File: config.mk
export PLATFORM = sky130hd
export DESIGN_NAME = ipc_card_cfg
export DESIGN_NICKNAME = d
export VERILOG_FILES = /design/src/ipc_pkg.sv /design/src/ipc_card_cfg.sv /design/src/ipc_key_match.sv
export SDC_FILE = /design/constraint.sdc
export NUM_CORES = 1
export LEC_CHECK = 0
export BUFFER_PORTS_ARGS = -buffer_cell sky130_fd_sc_hd__buf_4
export CAP_MARGIN = 10
export CELL_PAD_IN_SITES_DETAIL_PLACEMENT = 2
export CELL_PAD_IN_SITES_GLOBAL_PLACEMENT = 2
export CORE_MARGIN = 3
export CORE_UTILIZATION = 34
export CTS_CLUSTER_DIAMETER = 50
export CTS_CLUSTER_SIZE = 28
export DETAILED_ROUTE_END_ITERATION = 16
export PLACE_DENSITY_LB_ADDON = 0.1
export SLEW_MARGIN = 10
export SYNTH_ARGS = -nofsm -noshare
export SYNTH_HDL_FRONTEND = slang
export SYNTH_SLANG_ARGS = --single-unit
File: constraint.sdc
create_clock -name clk_i -period 2.7 [get_ports clk_i]
set_input_delay 0 -clock clk_i [delete_from_list [all_inputs] [get_ports clk_i]]
set_output_delay 0 -clock clk_i [all_outputs]
set_load 0.05 [all_outputs]
File: src/ipc_pkg.sv
// Constants and shared logic for the card configuration state block
// Operation
// - After power-on the card starts in jumperless mode.
// - Resource values live in resource and logical device registers alike.
// - Resource power-up defaults come from the serial EEPROM in every mode.
// - Software writes resource values in config state; the EEPROM resource copies do not follow.
// - Bus reset discards software changes and restores EEPROM values.
// - Boot ROM size is never writable by software.
// - Vendor key works in all modes; standard key only outside jumperless.
// - Vendor key moves the card straight to Config, even when jumperless.
// - State machine has Wait for Key, Sleep, Isolation and Config.
// - Bus reset forces Wait for Key and clears the card number.
// - Wait for Key command returns to Wait for Key from any state.
// - Standard and vendor card number clear commands zero the card number.
// - Card number clear commands never change the state.
// - Mode byte 4A is jumperless, 50 is plug and play, else auto.
// - New operation mode is adopted only at a hardware reset.
package ipc_pkg;
  typedef enum logic [3:0] {
    IPC_WFK   = 4'h1,
    IPC_SLEEP = 4'h2,
    IPC_ISO   = 4'h4,
    IPC_CFG   = 4'h8
  } ipc_state_t;

  typedef enum logic [1:0] {
    IPC_MODE_JMP  = 2'h0,
    IPC_MODE_PNP  = 2'h1,
    IPC_MODE_AUTO = 2'h2
  } ipc_mode_t;

  localparam logic [7:0] MODE_BYTE_JMP  = 8'h4A;
  localparam logic [7:0] MODE_BYTE_PNP  = 8'h50;
  localparam int         KEY_LEN        = 32;
  localparam logic [7:0] STD_KEY_SEED   = 8'h6A;
  localparam logic [7:0] VEND_KEY_SEED  = 8'h3C; // Arbitrary value
  // Card control register indexes
  localparam logic [7:0] REG_CFG_CTRL   = 8'h02;
  localparam logic [7:0] REG_WAKE       = 8'h03;
  localparam logic [7:0] REG_CSN        = 8'h06;
  localparam logic [7:0] REG_VEND_CLR   = 8'h24;
  localparam logic [7:0] REG_MEM_HI     = 8'h40;
  localparam logic [7:0] REG_IO_HI      = 8'h60;
  localparam logic [7:0] REG_IO_LO      = 8'h61;
  localparam logic [7:0] REG_IRQ        = 8'h70;
  localparam logic [7:0] REG_ROM_SIZE   = 8'hF0;
  localparam int         CTRL_WFK_BIT   = 1;
  localparam int         CTRL_CLR_BIT   = 2;

  // Next value of the key generator
  function automatic logic [7:0] lfsr_next(input logic [7:0] v);
    lfsr_next = {v[1] ^ v[0], v[7:1]};
  endfunction

  // Mode byte decode
  function automatic ipc_mode_t mode_dec(input logic [7:0] b);
    if (b == MODE_BYTE_JMP) mode_dec = IPC_MODE_JMP;
    else if (b == MODE_BYTE_PNP) mode_dec = IPC_MODE_PNP;
    else mode_dec = IPC_MODE_AUTO;
  endfunction
endpackage
File: src/ipc_card_cfg.sv
// Card configuration state machine with resource registers
`timescale 1ns/1ps
module ipc_card_cfg (
  input  wire logic        clk_i,
  input  wire logic        rst_i,
  input  wire logic        rstdrv_i,
  input  wire logic        addr_wr_i,
  input  wire logic        data_wr_i,
  input  wire logic [7:0]  wdata_i,
  input  wire logic        data_rd_i,
  input  wire logic        ee_load_i,
  input  wire logic [15:0] ee_io_base_i,
  input  wire logic [7:0]  ee_rom_base_i,
  input  wire logic [3:0]  ee_irq_i,
  input  wire logic [1:0]  ee_rom_size_i,
  input  wire logic [7:0]  ee_mode_i,
  output logic [7:0]       rdata_o,
  output logic [3:0]       state_o,
  output logic [7:0]       csn_o,
  output logic [1:0]       mode_o,
  output logic [15:0]      io_base_o,
  output logic [7:0]       rom_base_o,
  output logic [3:0]       irq_o,
  output logic [1:0]       rom_size_o
);
  ipc_pkg::ipc_state_t state_r, state_nxt;
  ipc_pkg::ipc_mode_t  mode_r, mode_nxt;
  logic [7:0]  csn_nxt, idx_r, idx_nxt, pend_mode_r, pend_mode_nxt, rdata_nxt;
  logic [15:0] io_nxt, ee_io_r, ee_io_nxt;
  logic [7:0]  rom_nxt, ee_rom_r, ee_rom_nxt;
  logic [3:0]  irq_nxt, ee_irq_r, ee_irq_nxt;
  logic [1:0]  size_nxt, ee_size_r, ee_size_nxt;
  logic        std_hit, vend_hit, in_wfk, std_ok;

  assign in_wfk = (state_r == ipc_pkg::IPC_WFK);
  assign std_ok = (mode_r != ipc_pkg::IPC_MODE_JMP);

  // Key recognisers watch address port writes made in Wait for Key only
  ipc_key_match #(
    .SEED (ipc_pkg::STD_KEY_SEED)
  ) u_std_key (
    .clk_i  (clk_i),
    .rst_i  (rst_i),
    .wr_i   (addr_wr_i & in_wfk),
    .data_i (wdata_i),
    .hit_o  (std_hit)
  );

  ipc_key_match #(
    .SEED (ipc_pkg::VEND_KEY_SEED)
  ) u_vend_key (
    .clk_i  (clk_i),
    .rst_i  (rst_i),
    .wr_i   (addr_wr_i & in_wfk),
    .data_i (wdata_i),
    .hit_o  (vend_hit)
  );

  // Next-state, card number, mode and resource logic
  always_comb begin
    state_nxt     = state_r;
    mode_nxt      = mode_r;
    csn_nxt       = csn_o;
    idx_nxt       = idx_r;
    pend_mode_nxt = pend_mode_r;
    rdata_nxt     = rdata_o;
    io_nxt        = io_base_o;
    rom_nxt       = rom_base_o;
    irq_nxt       = irq_o;
    size_nxt      = rom_size_o;
    ee_io_nxt     = ee_io_r;
    ee_rom_nxt    = ee_rom_r;
    ee_irq_nxt    = ee_irq_r;
    ee_size_nxt   = ee_size_r;
    if (addr_wr_i) begin
      idx_nxt = wdata_i;
    end
    if (ee_load_i) begin
      ee_io_nxt     = ee_io_base_i;
      ee_rom_nxt    = ee_rom_base_i;
      ee_irq_nxt    = ee_irq_i;
      ee_size_nxt   = ee_rom_size_i;
      pend_mode_nxt = ee_mode_i;
      io_nxt        = ee_io_base_i;
      rom_nxt       = ee_rom_base_i;
      irq_nxt       = ee_irq_i;
      size_nxt      = ee_rom_size_i;
    end
    if (rstdrv_i) begin
      state_nxt = ipc_pkg::IPC_WFK;
      csn_nxt   = 8'h00;
      mode_nxt  = ipc_pkg::mode_dec(pend_mode_r);
      io_nxt    = ee_io_r;
      rom_nxt   = ee_rom_r;
      irq_nxt   = ee_irq_r;
      size_nxt  = ee_size_r;
    end else begin
      if (in_wfk && vend_hit) begin
        state_nxt = ipc_pkg::IPC_CFG;
      end else if (in_wfk && std_hit && std_ok) begin
        state_nxt = ipc_pkg::IPC_SLEEP;
      end
      if (data_wr_i && !in_wfk) begin
        unique case (idx_r)
          ipc_pkg::REG_CFG_CTRL: begin
            if (wdata_i[ipc_pkg::CTRL_WFK_BIT]) begin
              state_nxt = ipc_pkg::IPC_WFK;
            end
            if (wdata_i[ipc_pkg::CTRL_CLR_BIT]) begin
              csn_nxt = 8'h00;
            end
          end
          ipc_pkg::REG_VEND_CLR: begin
            csn_nxt = 8'h00;
          end
          ipc_pkg::REG_WAKE: begin
            if (wdata_i == csn_o) begin
              if (state_r == ipc_pkg::IPC_SLEEP) begin
                state_nxt = (csn_o == 8'h00) ? ipc_pkg::IPC_ISO : ipc_pkg::IPC_CFG;
              end
            end else if (state_r != ipc_pkg::IPC_SLEEP) begin
              state_nxt = ipc_pkg::IPC_SLEEP;
            end
          end
          ipc_pkg::REG_CSN: begin
            if (state_r == ipc_pkg::IPC_ISO) begin
              csn_nxt   = wdata_i;
              state_nxt = ipc_pkg::IPC_CFG;
            end
          end
          ipc_pkg::REG_IO_HI: begin
            if (state_r == ipc_pkg::IPC_CFG) io_nxt[15:8] = wdata_i;
          end
          ipc_pkg::REG_IO_LO: begin
            if (state_r == ipc_pkg::IPC_CFG) io_nxt[7:0] = wdata_i;
          end
          ipc_pkg::REG_MEM_HI: begin
            if (state_r == ipc_pkg::IPC_CFG) rom_nxt = wdata_i;
          end
          ipc_pkg::REG_IRQ: begin
            if (state_r == ipc_pkg::IPC_CFG) irq_nxt = wdata_i[3:0];
          end
          default: begin
          end
        endcase
      end
    end
    // Read port shows the logical device copies of the resources
    if (data_rd_i) begin
      unique case (idx_r)
        ipc_pkg::REG_CSN:      rdata_nxt = csn_o;
        ipc_pkg::REG_IO_HI:    rdata_nxt = io_base_o[15:8];
        ipc_pkg::REG_IO_LO:    rdata_nxt = io_base_o[7:0];
        ipc_pkg::REG_MEM_HI:   rdata_nxt = rom_base_o;
        ipc_pkg::REG_IRQ:      rdata_nxt = {4'h0, irq_o};
        ipc_pkg::REG_ROM_SIZE: rdata_nxt = {6'h00, rom_size_o};
        default:               rdata_nxt = 8'h00;
      endcase
      if (state_r != ipc_pkg::IPC_CFG) rdata_nxt = 8'h00;
    end
  end

  // Register stage; power-on starts jumperless in Wait for Key
  always_ff @(posedge clk_i) begin
    if (rst_i) begin
      state_r     <= ipc_pkg::IPC_WFK;
      mode_r      <= ipc_pkg::IPC_MODE_JMP;
      csn_o       <= 8'h00;
      idx_r       <= 8'h00;
      pend_mode_r <= ipc_pkg::MODE_BYTE_JMP;
      rdata_o     <= 8'h00;
      io_base_o   <= 16'h0000;
      rom_base_o  <= 8'h00;
      irq_o       <= 4'h0;
      rom_size_o  <= 2'h0;
      ee_io_r     <= 16'h0000;
      ee_rom_r    <= 8'h00;
      ee_irq_r    <= 4'h0;
      ee_size_r   <= 2'h0;
      state_o     <= ipc_pkg::IPC_WFK;
      mode_o      <= ipc_pkg::IPC_MODE_JMP;
    end else begin
      state_r     <= state_nxt;
      mode_r      <= mode_nxt;
      csn_o       <= csn_nxt;
      idx_r       <= idx_nxt;
      pend_mode_r <= pend_mode_nxt;
      rdata_o     <= rdata_nxt;
      io_base_o   <= io_nxt;
      rom_base_o  <= rom_nxt;
      irq_o       <= irq_nxt;
      rom_size_o  <= size_nxt;
      ee_io_r     <= ee_io_nxt;
      ee_rom_r    <= ee_rom_nxt;
      ee_irq_r    <= ee_irq_nxt;
      ee_size_r   <= ee_size_nxt;
      state_o     <= state_nxt;
      mode_o      <= mode_nxt;
    end
  end
endmodule

File: src/ipc_key_match.sv
// Initiation key recogniser for address port writes
`timescale 1ns/1ps
module ipc_key_match #(
  parameter logic [7:0] SEED = 8'h6A
) (
  input  wire logic       clk_i,
  input  wire logic       rst_i,
  input  wire logic       wr_i,
  input  wire logic [7:0] data_i,
  output logic            hit_o
);
  logic [7:0] lfsr_r, lfsr_nxt;
  logic [5:0] cnt_r, cnt_nxt;
  logic       hit_nxt;

  // Track the key byte sequence; a wrong byte restarts the search
  always_comb begin
    lfsr_nxt = lfsr_r;
    cnt_nxt  = cnt_r;
    hit_nxt  = 1'b0;
    if (wr_i) begin
      if (data_i == lfsr_r) begin
        if (cnt_r == 6'(ipc_pkg::KEY_LEN - 1)) begin
          hit_nxt  = 1'b1;
          cnt_nxt  = 6'h00;
          lfsr_nxt = SEED;
        end else begin
          cnt_nxt  = cnt_r + 6'h01;
          lfsr_nxt = ipc_pkg::lfsr_next(lfsr_r);
        end
      end else if (data_i == SEED) begin
        cnt_nxt  = 6'h01;
        lfsr_nxt = ipc_pkg::lfsr_next(SEED);
      end else begin
        cnt_nxt  = 6'h00;
        lfsr_nxt = SEED;
      end
    end
  end

  // Register stage
  always_ff @(posedge clk_i) begin
    if (rst_i) begin
      lfsr_r <= SEED;
      cnt_r  <= 6'h00;
      hit_o  <= 1'b0;
    end else begin
      lfsr_r <= lfsr_nxt;
      cnt_r  <= cnt_nxt;
      hit_o  <= hit_nxt;
    end
  end
endmodule

Yosys cells after proc, flatten, opt, wreduce, memory -nomap -nowiden
Index checks and enable logic that the tools add are counted.
{"block": "classes", "reduce_logical": 13, "n_eq_ne": 26, "multipliers": 0, "shifts": 0, "order_cmp": 0, "n_addsub": 2, "bitwise": 6, "div": 0, "muxes": 50}
{"cell": "2-to-1 mux 8 bit", "count": 17}
{"cell": "== test 8 x 7 -> 1 bit (second input constant)", "count": 7}
{"cell": "2-to-1 mux 4 bit", "count": 14}
{"cell": "2-to-1 mux 16 bit", "count": 3}
{"cell": "case mux 8 bit (6 select lines)", "count": 1}
{"cell": "2-to-1 mux 6 bit", "count": 5}
{"cell": "== test 8 bit", "count": 3}
{"cell": "case mux 8 bit (3 select lines)", "count": 1}
{"cell": "== test 8 x 2 -> 1 bit (second input constant)", "count": 2}
{"cell": "== test 8 x 6 -> 1 bit (second input constant)", "count": 2}
{"cell": "adder 6 x 1 -> 6 bit (second input constant)", "count": 2}
{"cell": "== test 6 x 5 -> 1 bit (second input constant)", "count": 2}
{"cell": "case mux 4 bit (3 select lines)", "count": 1}
{"cell": "== test 8 x 3 -> 1 bit (second input constant)", "count": 1}
{"cell": "== test 8 bit (second input constant)", "count": 1}
{"cell": "zero test 8 bit", "count": 1}
{"cell": "2-to-1 mux 2 bit", "count": 4}
{"cell": "OR reduction 3 bit", "count": 2}
{"cell": "== test 4 x 1 -> 1 bit (second input constant)", "count": 1}
{"cell": "== test 4 x 2 -> 1 bit (second input constant)", "count": 1}
{"cell": "== test 4 x 3 -> 1 bit (second input constant)", "count": 1}
{"cell": "== test 4 bit (second input constant)", "count": 1}
{"cell": "logical AND 1 bit", "count": 4}
{"cell": "2-to-1 mux 1 bit", "count": 4}
{"cell": "other kinds (11)", "count": 16}
{"block": "totals", "romBits": 0, "reg_bits": 128, "latch_bits": 0, "mem_count": 0, "word_cells": 117, "mem_bits_rw": 0, "out_inout_bits": 52}

Depth between registers and ports, before layout
Gate-level depths: netlist of the first run.
{"block": "logic_depth", "depth_word": 9, "mapped_depth": 7}

Modules after synthesis
A second synthesis of the first run with hierarchy kept.
{"block": "hier_totals", "cells_unflattened": 761, "hier_area_um2": 6526.3}
{"module": "ipc_card_cfg", "n_inst": 1, "area_each_um2": 4923.5, "seq_area_each_um2": 1961.9, "cells_each": 595}
{"module": "ipc_key_match (u_std_key)", "n_inst": 1, "area_each_um2": 819.5, "seq_area_each_um2": 300.3, "cells_each": 82}
{"module": "ipc_key_match (u_vend_key)", "n_inst": 1, "area_each_um2": 783.3, "seq_area_each_um2": 300.3, "cells_each": 84}

Worst setup path before layout of the first run
OpenSTA, ideal clock, no wires.
{"block": "synth_path", "path_type": "register to register", "startpoint": "register state_r[0]", "endpoint": "register u_vend_key.cnt_r[4]", "setup_slack_ps": 379, "stages_incl_launch_ff": 6, "t_required_ps": 2626, "setup_time_ps": 74, "period_less_slack_ps": 2321, "arrival_time_ps": 2246, "n_path_buf": 0, "cell_sequence": "dfxtp_1 nor4b_4 nand2_2 or4_1 or3_1 o21ai_0"}
{"block": "synth_via", "elab_chain_len": 2}
{"element": "start, declared", "line_no": "ipc_card_cfg.sv:26", "rtl": "ipc_pkg::ipc_state_t state_r, state_nxt;"}
{"element": "start signal, assigned", "line_no": "ipc_card_cfg.sv:166", "rtl": "state_r <= ipc_pkg::IPC_WFK;"}
{"element": "start signal, assigned", "line_no": "ipc_card_cfg.sv:183", "rtl": "state_r <= state_nxt;"}
{"element": "== test 4 x 1 -> 1 bit", "line_no": "ipc_card_cfg.sv:35", "rtl": "assign in_wfk = (state_r == ipc_pkg::IPC_WFK);"}
{"element": "AND 1 bit", "line_no": "ipc_card_cfg.sv:54", "rtl": ".wr_i (addr_wr_i & in_wfk),"}
{"element": "end signal, assigned", "line_no": "ipc_key_match.sv:49", "rtl": "cnt_r <= cnt_nxt;"}
{"element": "end, declared", "line_no": "ipc_key_match.sv:13", "rtl": "logic [5:0] cnt_r, cnt_nxt;"}
No other way between the ends.
A chain may end at the register's enable or synchronous reset.

Worst setup path after layout of the first run
{"block": "layout_path", "startpoint": "register idx_r[3]", "endpoint": "register rom_base_o[3]"}
{"block": "layout_via", "elab_chain_len": 4}
{"element": "start, declared", "line_no": "ipc_card_cfg.sv:28", "rtl": "logic [7:0] csn_nxt, idx_r, idx_nxt, pend_mode_r, pend_mode_nxt, rdata_nxt;"}
{"element": "start signal, assigned", "line_no": "ipc_card_cfg.sv:186", "rtl": "idx_r <= idx_nxt;"}
{"element": "== test 8 x 7 -> 1 bit", "line_no": "ipc_card_cfg.sv:104", "rtl": "unique case (idx_r)"}
{"element": "2-to-1 mux 8 bit", "line_no": "ipc_card_cfg.sv:104"}
{"element": "2-to-1 mux 8 bit", "line_no": "ipc_card_cfg.sv:103", "rtl": "if (data_wr_i && !in_wfk) begin"}
{"element": "2-to-1 mux 8 bit", "line_no": "ipc_card_cfg.sv:89", "rtl": "if (rstdrv_i) begin"}
{"element": "end signal, assigned", "line_no": "ipc_card_cfg.sv:190", "rtl": "rom_base_o <= rom_nxt;"}
{"element": "end, declared", "line_no": "ipc_card_cfg.sv:22", "rtl": "output logic [7:0] rom_base_o,"}
No other way between the ends.

==> key figures, run 1 <==
Run status
  • Status: finished clean

Yosys
  • Yosys top cell area share: between 40% and 50%
  • Seq cells post-synth: roughly 130
  • Warnings, synthesis: 0
  • Synthesized area per cell: around 8.6 um^2
  • Top-count cell post-synth: dfxtp_1
  • Number of synthesized flops with an enable pin: 0
  • Synth unique cells: 53
  • Synth top area cells: dfxtp_1 40%, mux2i_1 12%, nor2_1 4.3%
  • Prevailing post-synth register cell: dfxtp_1
  • Post-synthesis cell area: approximately 6300 um^2
  • Syn Nets: between 700 and 800
  • Post-synthesis sequential area ratio: 40.43%
  • Cells after Synth: between 700 and 800
  • Commonest cells post-synth: 128 x dfxtp_1, 78 x mux2i_1, 72 x nor2_1, 71 x nand2_1, 47 x clkbuf_1
  • Post-synth ARST share: 0%
  • Cell taking the most area after synthesis: dfxtp_1

Clock tree
  • H-tree lvl count: 4
  • CTS resizes: 0
  • Clock sink count: 128
  • TritonCTS buffer count: 17
  • Root buffer selected by CTS: clkbuf_16
  • Hold bufs inserted after CTS: 46
  • Clk slew on worst S/H paths: roughly 60 ps
  • Postcts setup bufs: 0
  • CTS tree: built
  • CTS Buffer Depth: 2
  • Clk_lat worst skew: about 430 ps

Critical path
  • Worst path slowest cell: nor4_2
  • Critical Path AT: about 2600 ps
  • Setup crit start kind: register
  • Reg2Reg Depth: 5
  • Crit end category: register
  • Reg-to-reg startpoint: idx_r[3]$_SDFFE_PP0P_
  • Critical path depth in cells: 5
  • Crit path max fanout: 9
  • Max incr delay on CP: roughly 510 ps
  • CP Cell Sequence: nor4_2 > nand3b_1 > or2_2 > o211ai_1 > a21oi_1
  • Delay-heaviest family, CP: simple AND/OR/NAND/NOR gates
  • Kind of critical path: register to register
  • Required @ worst endpoint: about 3000 ps
  • Worst R2R Setup Slack: ~430 ps
  • Reg-to-reg endpoint: rom_base_o[3]$_SDFF_PP0_
  • Buffers & Inverters on Critical Path: 0

Layout
  • Area Overhead vs Synth: 33.02%
  • Antenna cells: 0
  • Share of cells above drive strength 1: a little under a fifth
  • Utilization after layout: 46.46%
  • Nets: about 920

Die
  • DIE AREA: between 20,000 and 25,000 um^2
  • Die Width: around 140 um
  • Core box area: 18,150 um^2
  • Die Span Y: between 100 and 150 um
  • Starting Density: between 30% and 40%
  • IO Pins: about 110
  • # rows: a little under 50

Timing
  • Max-slew violation total from the final report: 0
  • Slew headroom: roughly 44%
  • Final Skew: between 10 and 15 ps
  • Final setup vio count: 0
  • Final cycle utilization of the critical path: approximately 84%
  • Fmax: around 0.44 GHz
  • RSZ-0062 raised after global routing: false
  • Setup TNS: 0 ps
  • Worst-Margin Slew: between 800 and 900 ps
  • Min Tclk post-route: 2272 ps
  • Number of hold violations in the final report: 0

Route
  • WL final: roughly 26,000 um
  • Antenna Nets Post-Route: 0
  • Vias per inst: roughly 5.7
  • WL/cell: 23.42 um
  • Vias: 6,310
  • Detailed Routing Iterations Pass 1: 4
  • Iter 0 DRT Violations: between 300 and 400
  • DR DRC count: 0

Pwr
  • Pleak: ~3.4 nW
  • P per Cell Area: about 640 nW/um^2
  • Peak VDD IR: 0.4754 mV

Hold path
  • Hold endpoint: csn_o[5]$_SDFFE_PP0P_
  • HP Class: primary input to register
  • WHS Path Cells: 3
  • Hold_sp: wdata_i[5]

GRT
  • Tot GR Track Use: around a quarter
  • Pin count of the biggest net entering global routing: 75
  • Via count of the first global-routing pass: ~6,900
  • GRT Residual Overflow: 0
  • First-pass GRT wire length: 40,260 um
  • Initial antenna violation count: 0

Place
  • Number of port buffers: 104
  • Dpl hpwl: approximately 17,000 um
  • Routability Congestion: between 0.8 and 0.9

Run
  • Max Cap Viol: 0
## state kept, by name, indices dropped and copies added (netlist names), 2 cells and up
register           cells
u_vend_key.lfsr_r      8
rom_size_o             2
irq_o                  4
rom_base_o             8
u_vend_key.cnt_r       6
u_std_key.cnt_r        6
ee_irq_r               4
mode_r                 2
u_std_key.lfsr_r       8
ee_io_r               16
rdata_o                8
csn_o                  8
ee_size_r              2
idx_r                  8
state_r                4
ee_rom_r               8
pend_mode_r            8
io_base_o             16
## cells in the final DEF (no fill, tap or decap), drive strengths merged, types with 4 or more instances in the layout
master / netlist / routed
dfxtp: 128 / 128
buf: 8 / 120
mux2i: 78 / 78
nor2: 72 / 72
nand2: 72 / 72
dlygate4sd3: 0 / 46
o21ai: 44 / 44
a21oi: 44 / 44
xnor2: 25 / 25
o211ai: 17 / 17
clkbuf: 47 / 17
nand4: 16 / 16
o22ai: 15 / 15
nand2b: 14 / 14
nor3: 14 / 14
a211oi: 13 / 13
inv: 9 / 12
a31oi: 10 / 10
a221o: 10 / 10
a22o: 10 / 10
nand3: 9 / 9
nor4b: 7 / 7
or2: 6 / 6
nor3b: 6 / 6
and2: 6 / 6
clkinv: 0 / 6
nand3b: 5 / 5
or3: 5 / 5
bufinv: 0 / 5
nor4: 5 / 5
and3: 4 / 4
o22a: 4 / 4
or4: 4 / 4
a211o: 4 / 4
nor2b: 4 / 4
## cell type report
class / instances / area [um^2]
fillers: 1949 / 9716
multi-input cells: 545 / 3530
flip-flops and latches: 128 / 2562
repair buffers: 166 / 1361
clock buffers: 17 / 425.4
well taps: 229 / 286.5
clock inverters: 15 / 232.7
inverters: 9 / 33.78
## per-stage QoR
step	total power [mW]	hold slack (ps)	cells	instance area [um^2]	worst slack, ps
floorplan	2.452	122.4	737	6339	379.4
global placement	2.676	206.0	1031	7313	597.0
detailed placement	2.704	221.7	1031	7313	556.8
CTS	5.394	11.97	1109	8432	448.0
global route	5.553	25.06	1109	8432	225.8
finish	5.364	29.32	1109	8432	427.7
## logic make-up (layout without fill, tap and decap cells)
logic type,after synthesis,in the layout,share of synthesized area [%]
AO/OA/AOI/OAI,179,179,18.16
XOR/XNOR,26,26,3.593
flip-flops,128,128,40.43
adder cells (fa/ha/maj),2,2,0.3947
AND/OR/NAND/NOR,260,260,21.22
multiplexers,78,78,12.32
buffers and inverters,64,207,3.889
## worst reg2reg max path, stage by stage (launching register included)
cell      delay [ps]
dfxtp_1          380
nor4_2           510
nand3b_1         420
or2_2            500
o211ai_1         250
a21oi_1          100
## worst max path at each step
stage | slack (ps) | from | end
2_1_floorplan | 380 | state_r[0]$_SDFF_PP1_ | u_vend_key.cnt_r[4]$_SDFFE_PP0P_
3_3_place_gp | 600 | state_r[3]$_SDFF_PP0_ | irq_o[2]$_SDFF_PP0_
3_5_place_dp | 560 | idx_r[3]$_SDFFE_PP0P_ | rom_base_o[4]$_SDFF_PP0_
4_1_cts | 450 | idx_r[3]$_SDFFE_PP0P_ | rom_base_o[3]$_SDFF_PP0_
5_1_grt | 230 | idx_r[3]$_SDFFE_PP0P_ | rom_base_o[2]$_SDFF_PP0_
6_report | 430 | idx_r[3]$_SDFFE_PP0P_ | rom_base_o[3]$_SDFF_PP0_
## routing by layer
| layer | share of wire [%] | vias up | GRT usage [%] |
|---|---|---|---|
| li1 | - | 2946 | - |
| met1 | 43 | 3185 | 31.67 |
| met2 | 51 | 143 | 45.03 |
| met3 | 3.7 | 36 | 3.931 |
| met4 | 2.2 | 0 | 8.954 |
| met5 | 0 | - | 0 |
## report_power, final
group / internal, mW / switching [mW]
registers: 1.97 / 0.0801
logic: 0.275 / 0.414
clock network: 1.65 / 0.978
total: 3.89 / 1.47
Note: power is estimated with default switching activity, not from simulation.
==> run 2: changes to the inputs <==
- CORE_UTILIZATION: 34 -> 31
- clock period: 2.7 -> 2 ns (I/O delays scaled with it)
==> run 2 against run 1 <==
  * Clock power increased by 30%
  * Critical path type unchanged
  * Register-to-register slack got worse by 370 ps
  * Largest cell class unchanged
  * Critical endpoint is now csn_o[4]$_SDFFE_PP0P_
  * Sequential power is 34% higher
  * Via count decreased by 0.54%
  * Setup slack lost 370 ps
  * Power grew 33%
  * Worst hold slack got worse by 16 ps
  * Utilization is 2.6 points lower
  * Critical path depth grew 1
  * Count of clock-buffer cells in the layout is 1 higher
  * Non-clock buffer count increased by 19
==> key figures, run 2 (synthesized netlist as in run 1, its figures left out) <==
Pwr
  • Pleak: 3.487 nW (+3.4%)
  • Peak VDD IR: 0.5503 mV (+16%)
  • Power Total: 7.139 mW (+33%)
  • P per Cell Area: 822.0 nW/um^2 (+29%)

Critical path
  • Reg2Reg Depth: 6 (+1)
  • CP Cell Sequence: nor4b_4 > buf_4 > nand2b_1 > or3_4 > o21ai_0 > a21oi_1
  • Setup crit start kind: register
  • Worst R2R Setup Slack: 50 ps (-370 ps)
  • Reg-to-reg endpoint: csn_o[4]$_SDFFE_PP0P_
  • Critical Path AT: 2220 ps (-360 ps)
  • Worst path slowest cell: or3_4
  • Required @ worst endpoint: 2270 ps (-730 ps)
  • Crit path max fanout: 8 (-1)
  • Crit end category: register
  • Max incr delay on CP: 470 ps (-40 ps)
  • Reg-to-reg startpoint: state_r[0]$_SDFF_PP1_
  • Kind of critical path: register to register

Route
  • Iter 0 DRT Violations: 254 (-18%)
  • WL/cell: 22.32 um (-4.7%)
  • Met1 wire length: 11,620 um (+2.9%)
  • WL final: 25,980 um (about the same)
  • Vias per inst: 5.392 (-5.2%)
  • Top Layer Used: met4
  • DR DRC count: 0 (unchanged)
  • Antenna Nets Post-Route: 0 (unchanged)
  • DR WL met2: 13,060 um (-0.67%)
  • Detailed Routing Iterations Pass 1: 4 (unchanged)
  • Met3 wire length: 860 um (-10%)
  • Vias: 6,276 (-0.54%)

Die
  • Die Width: 149.0 um (+4.5%)
  • Starting Density: 32.04% (-2.9 points)
  • DIE AREA: 22,200 um^2 (+9.3%)
  • Core box area: 19,780 um^2 (+9.0%)
  • # rows: 51 (+4.1%)
  • IO Pins: 105 (unchanged)
  • Die Span Y: 149.0 um (+4.5%)

GRT
  • Via count of the first global-routing pass: 7,044 (+1.4%)
  • First-pass GRT wire length: 40,970 um (+1.8%)
  • Tot GR Track Use: 23.64% (-1.9 points)
  • Initial antenna violation count: 0 (unchanged)
  • Pin count of the biggest net entering global routing: 60 (-20%)
  • GRT Residual Overflow: 0 (unchanged)

Timing
  • Slew headroom: 52.26% (+8.2 points)
  • Min Tclk post-route: 1946 ps (-326.4 ps)
  • RSZ-0062 raised after global routing: true
  • Fmax: 0.5139 GHz (+17%)
  • Final cycle utilization of the critical path: 97.30% (+13 points)
  • Number of hold violations in the final report: 0 (unchanged)
  • Final setup vio count: 0 (unchanged)
  • Final Skew: 8.274 ps (-5.601 ps)
  • Setup TNS: 0 ps (unchanged)
  • Max-slew violation total from the final report: 0 (unchanged)
  • Worst-Margin Slew: 716.0 ps (-123.4 ps)

Place
  • Dpl hpwl: 17,950 um (+6.6%)
  • Number of port buffers: 104 (unchanged)
  • Routability Congestion: 0.8198 (+0.27%)

Layout
  • Nets: 941 (+2.1%)
  • Commonest cells after routing, fill and taps aside: 143 x buf_4, 123 x dfxtp_1, 78 x mux2i_1
  • Antenna cells: 0 (unchanged)
  • Area Overhead vs Synth: 37.01%
  • Share of cells above drive strength 1: 22.69% (+3.9 points)
  • Fillcell total: 2,168 (+11%)
  • Commonest non-fill, non-tap cell in the layout: buf_4
  • Largest regs: ee_io_r (16), io_base_o (16)

Clock tree
  • Clock sink count: 128 (unchanged)
  • CTS Buffer Depth: 2 (unchanged)
  • CTS tree: built
  • TritonCTS buffer count: 17 (unchanged)
  • H-tree lvl count: 4 (unchanged)
  • Clk slew on worst S/H paths: 60 ps (about the same)
  • Root buffer selected by CTS: clkbuf_16
  • Clk_lat worst skew: 420 ps (about the same)

Hold path
  • Hold endpoint: idx_r[3]$_SDFFE_PP0P_
  • HP Class: primary input to register
  • WHS Path Cells: 3 (unchanged)
  • Hold_sp: addr_wr_i

Run status
  • Status: finished clean

Run
  • Max Cap Viol: 0 (unchanged)
## run 2: cell types whose count changed in the layout (fill, tap and decap cells not counted), sizes merged
cell	before	now
buf	120	144
bufinv	5	4
clkbuf	17	18
clkinv	6	4
dlygate4sd3	46	41
inv	12	14
## run 2: power breakdown
part           leakage (nW)  switching [mW]  internal (mW)  total (mW)
sequential             1.05           0.105           2.65        2.75
combinational          2.12           0.566          0.392       0.958
clock                 0.312            1.28           2.14        3.43
## run 2: repair_timing
| action | CTS | global route |
|---|---|---|
| hold buffers | 41 | 0 |
| pin swaps | 0 | 2 |
| buffers inserted | 0 | 2 |
| gates resized for setup | 2 | 12 |
| gates cloned | 0 | 0 |
| setup endpoints to repair | 7 | 12 |
| hold endpoints to repair | 43 | 0 |
## run 2: worst max-delay path, delay by kind of cell (launching register included)
| kind | cells | cell delay (ps) |
|---|---|---|
| AND/OR/NAND/NOR | 3 | 870 |
| AO/OA/AOI/OAI | 2 | 390 |
| flip-flops | 1 | 380 |
| buffers and inverters | 1 | 160 |
## run 2: layout make-up
type	count	area (um^2)	area share (%)
timing repair buffer	185	1504	17.32
clock buffer	18	439.2	5.057
tap	265	331.6	3.818
inverter	9	33.78	0.3890
clock inverter	14	202.7	2.334
sequential	128	2576	29.66
multi-input combinational	545	3597	41.42
## run 2: layer usage
metal,vias up,GRT usage [%]
li1,2977,-
met1,3159,30.53
met2,116,40.87
met3,24,4.467
met4,0,5.721
met5,-,0
## run 2: worst max path at each step
stage,startpoint,to,cells past startpoint
after floorplan,state_r[3]$_SDFF_PP0_,u_vend_key.cnt_r[4]$_SDFFE_PP0P_,5
after global placement,idx_r[0]$_SDFFE_PP0P_,state_r[3]$_SDFF_PP0_,7
after detailed placement,idx_r[0]$_SDFFE_PP0P_,state_r[3]$_SDFF_PP0_,7
after CTS,state_r[3]$_SDFF_PP0_,u_vend_key.cnt_r[4]$_SDFFE_PP0P_,5
after global routing,csn_o[2]$_SDFFE_PP0P_,state_r[2]$_SDFF_PP0_,5
final,state_r[0]$_SDFF_PP1_,csn_o[4]$_SDFFE_PP0P_,6
## run 2: metrics by stage
step / setup slack, ps / instances / util [%] / hold slack, ps / cell area [um^2]
detailed placement: -64.02 / 1089 / 38.16 / 211.6 / 7548
global placement: 83.63 / 1089 / 38.16 / 206.2 / 7548
floorplan: 16.23 / 737 / - / 122.4 / 6351
global route: -18.25 / 1164 / 43.90 / 8.641 / 8685
finish: 54.08 / 1164 / 43.90 / 12.98 / 8685
CTS: 25.74 / 1162 / 43.54 / 4.373 / 8612
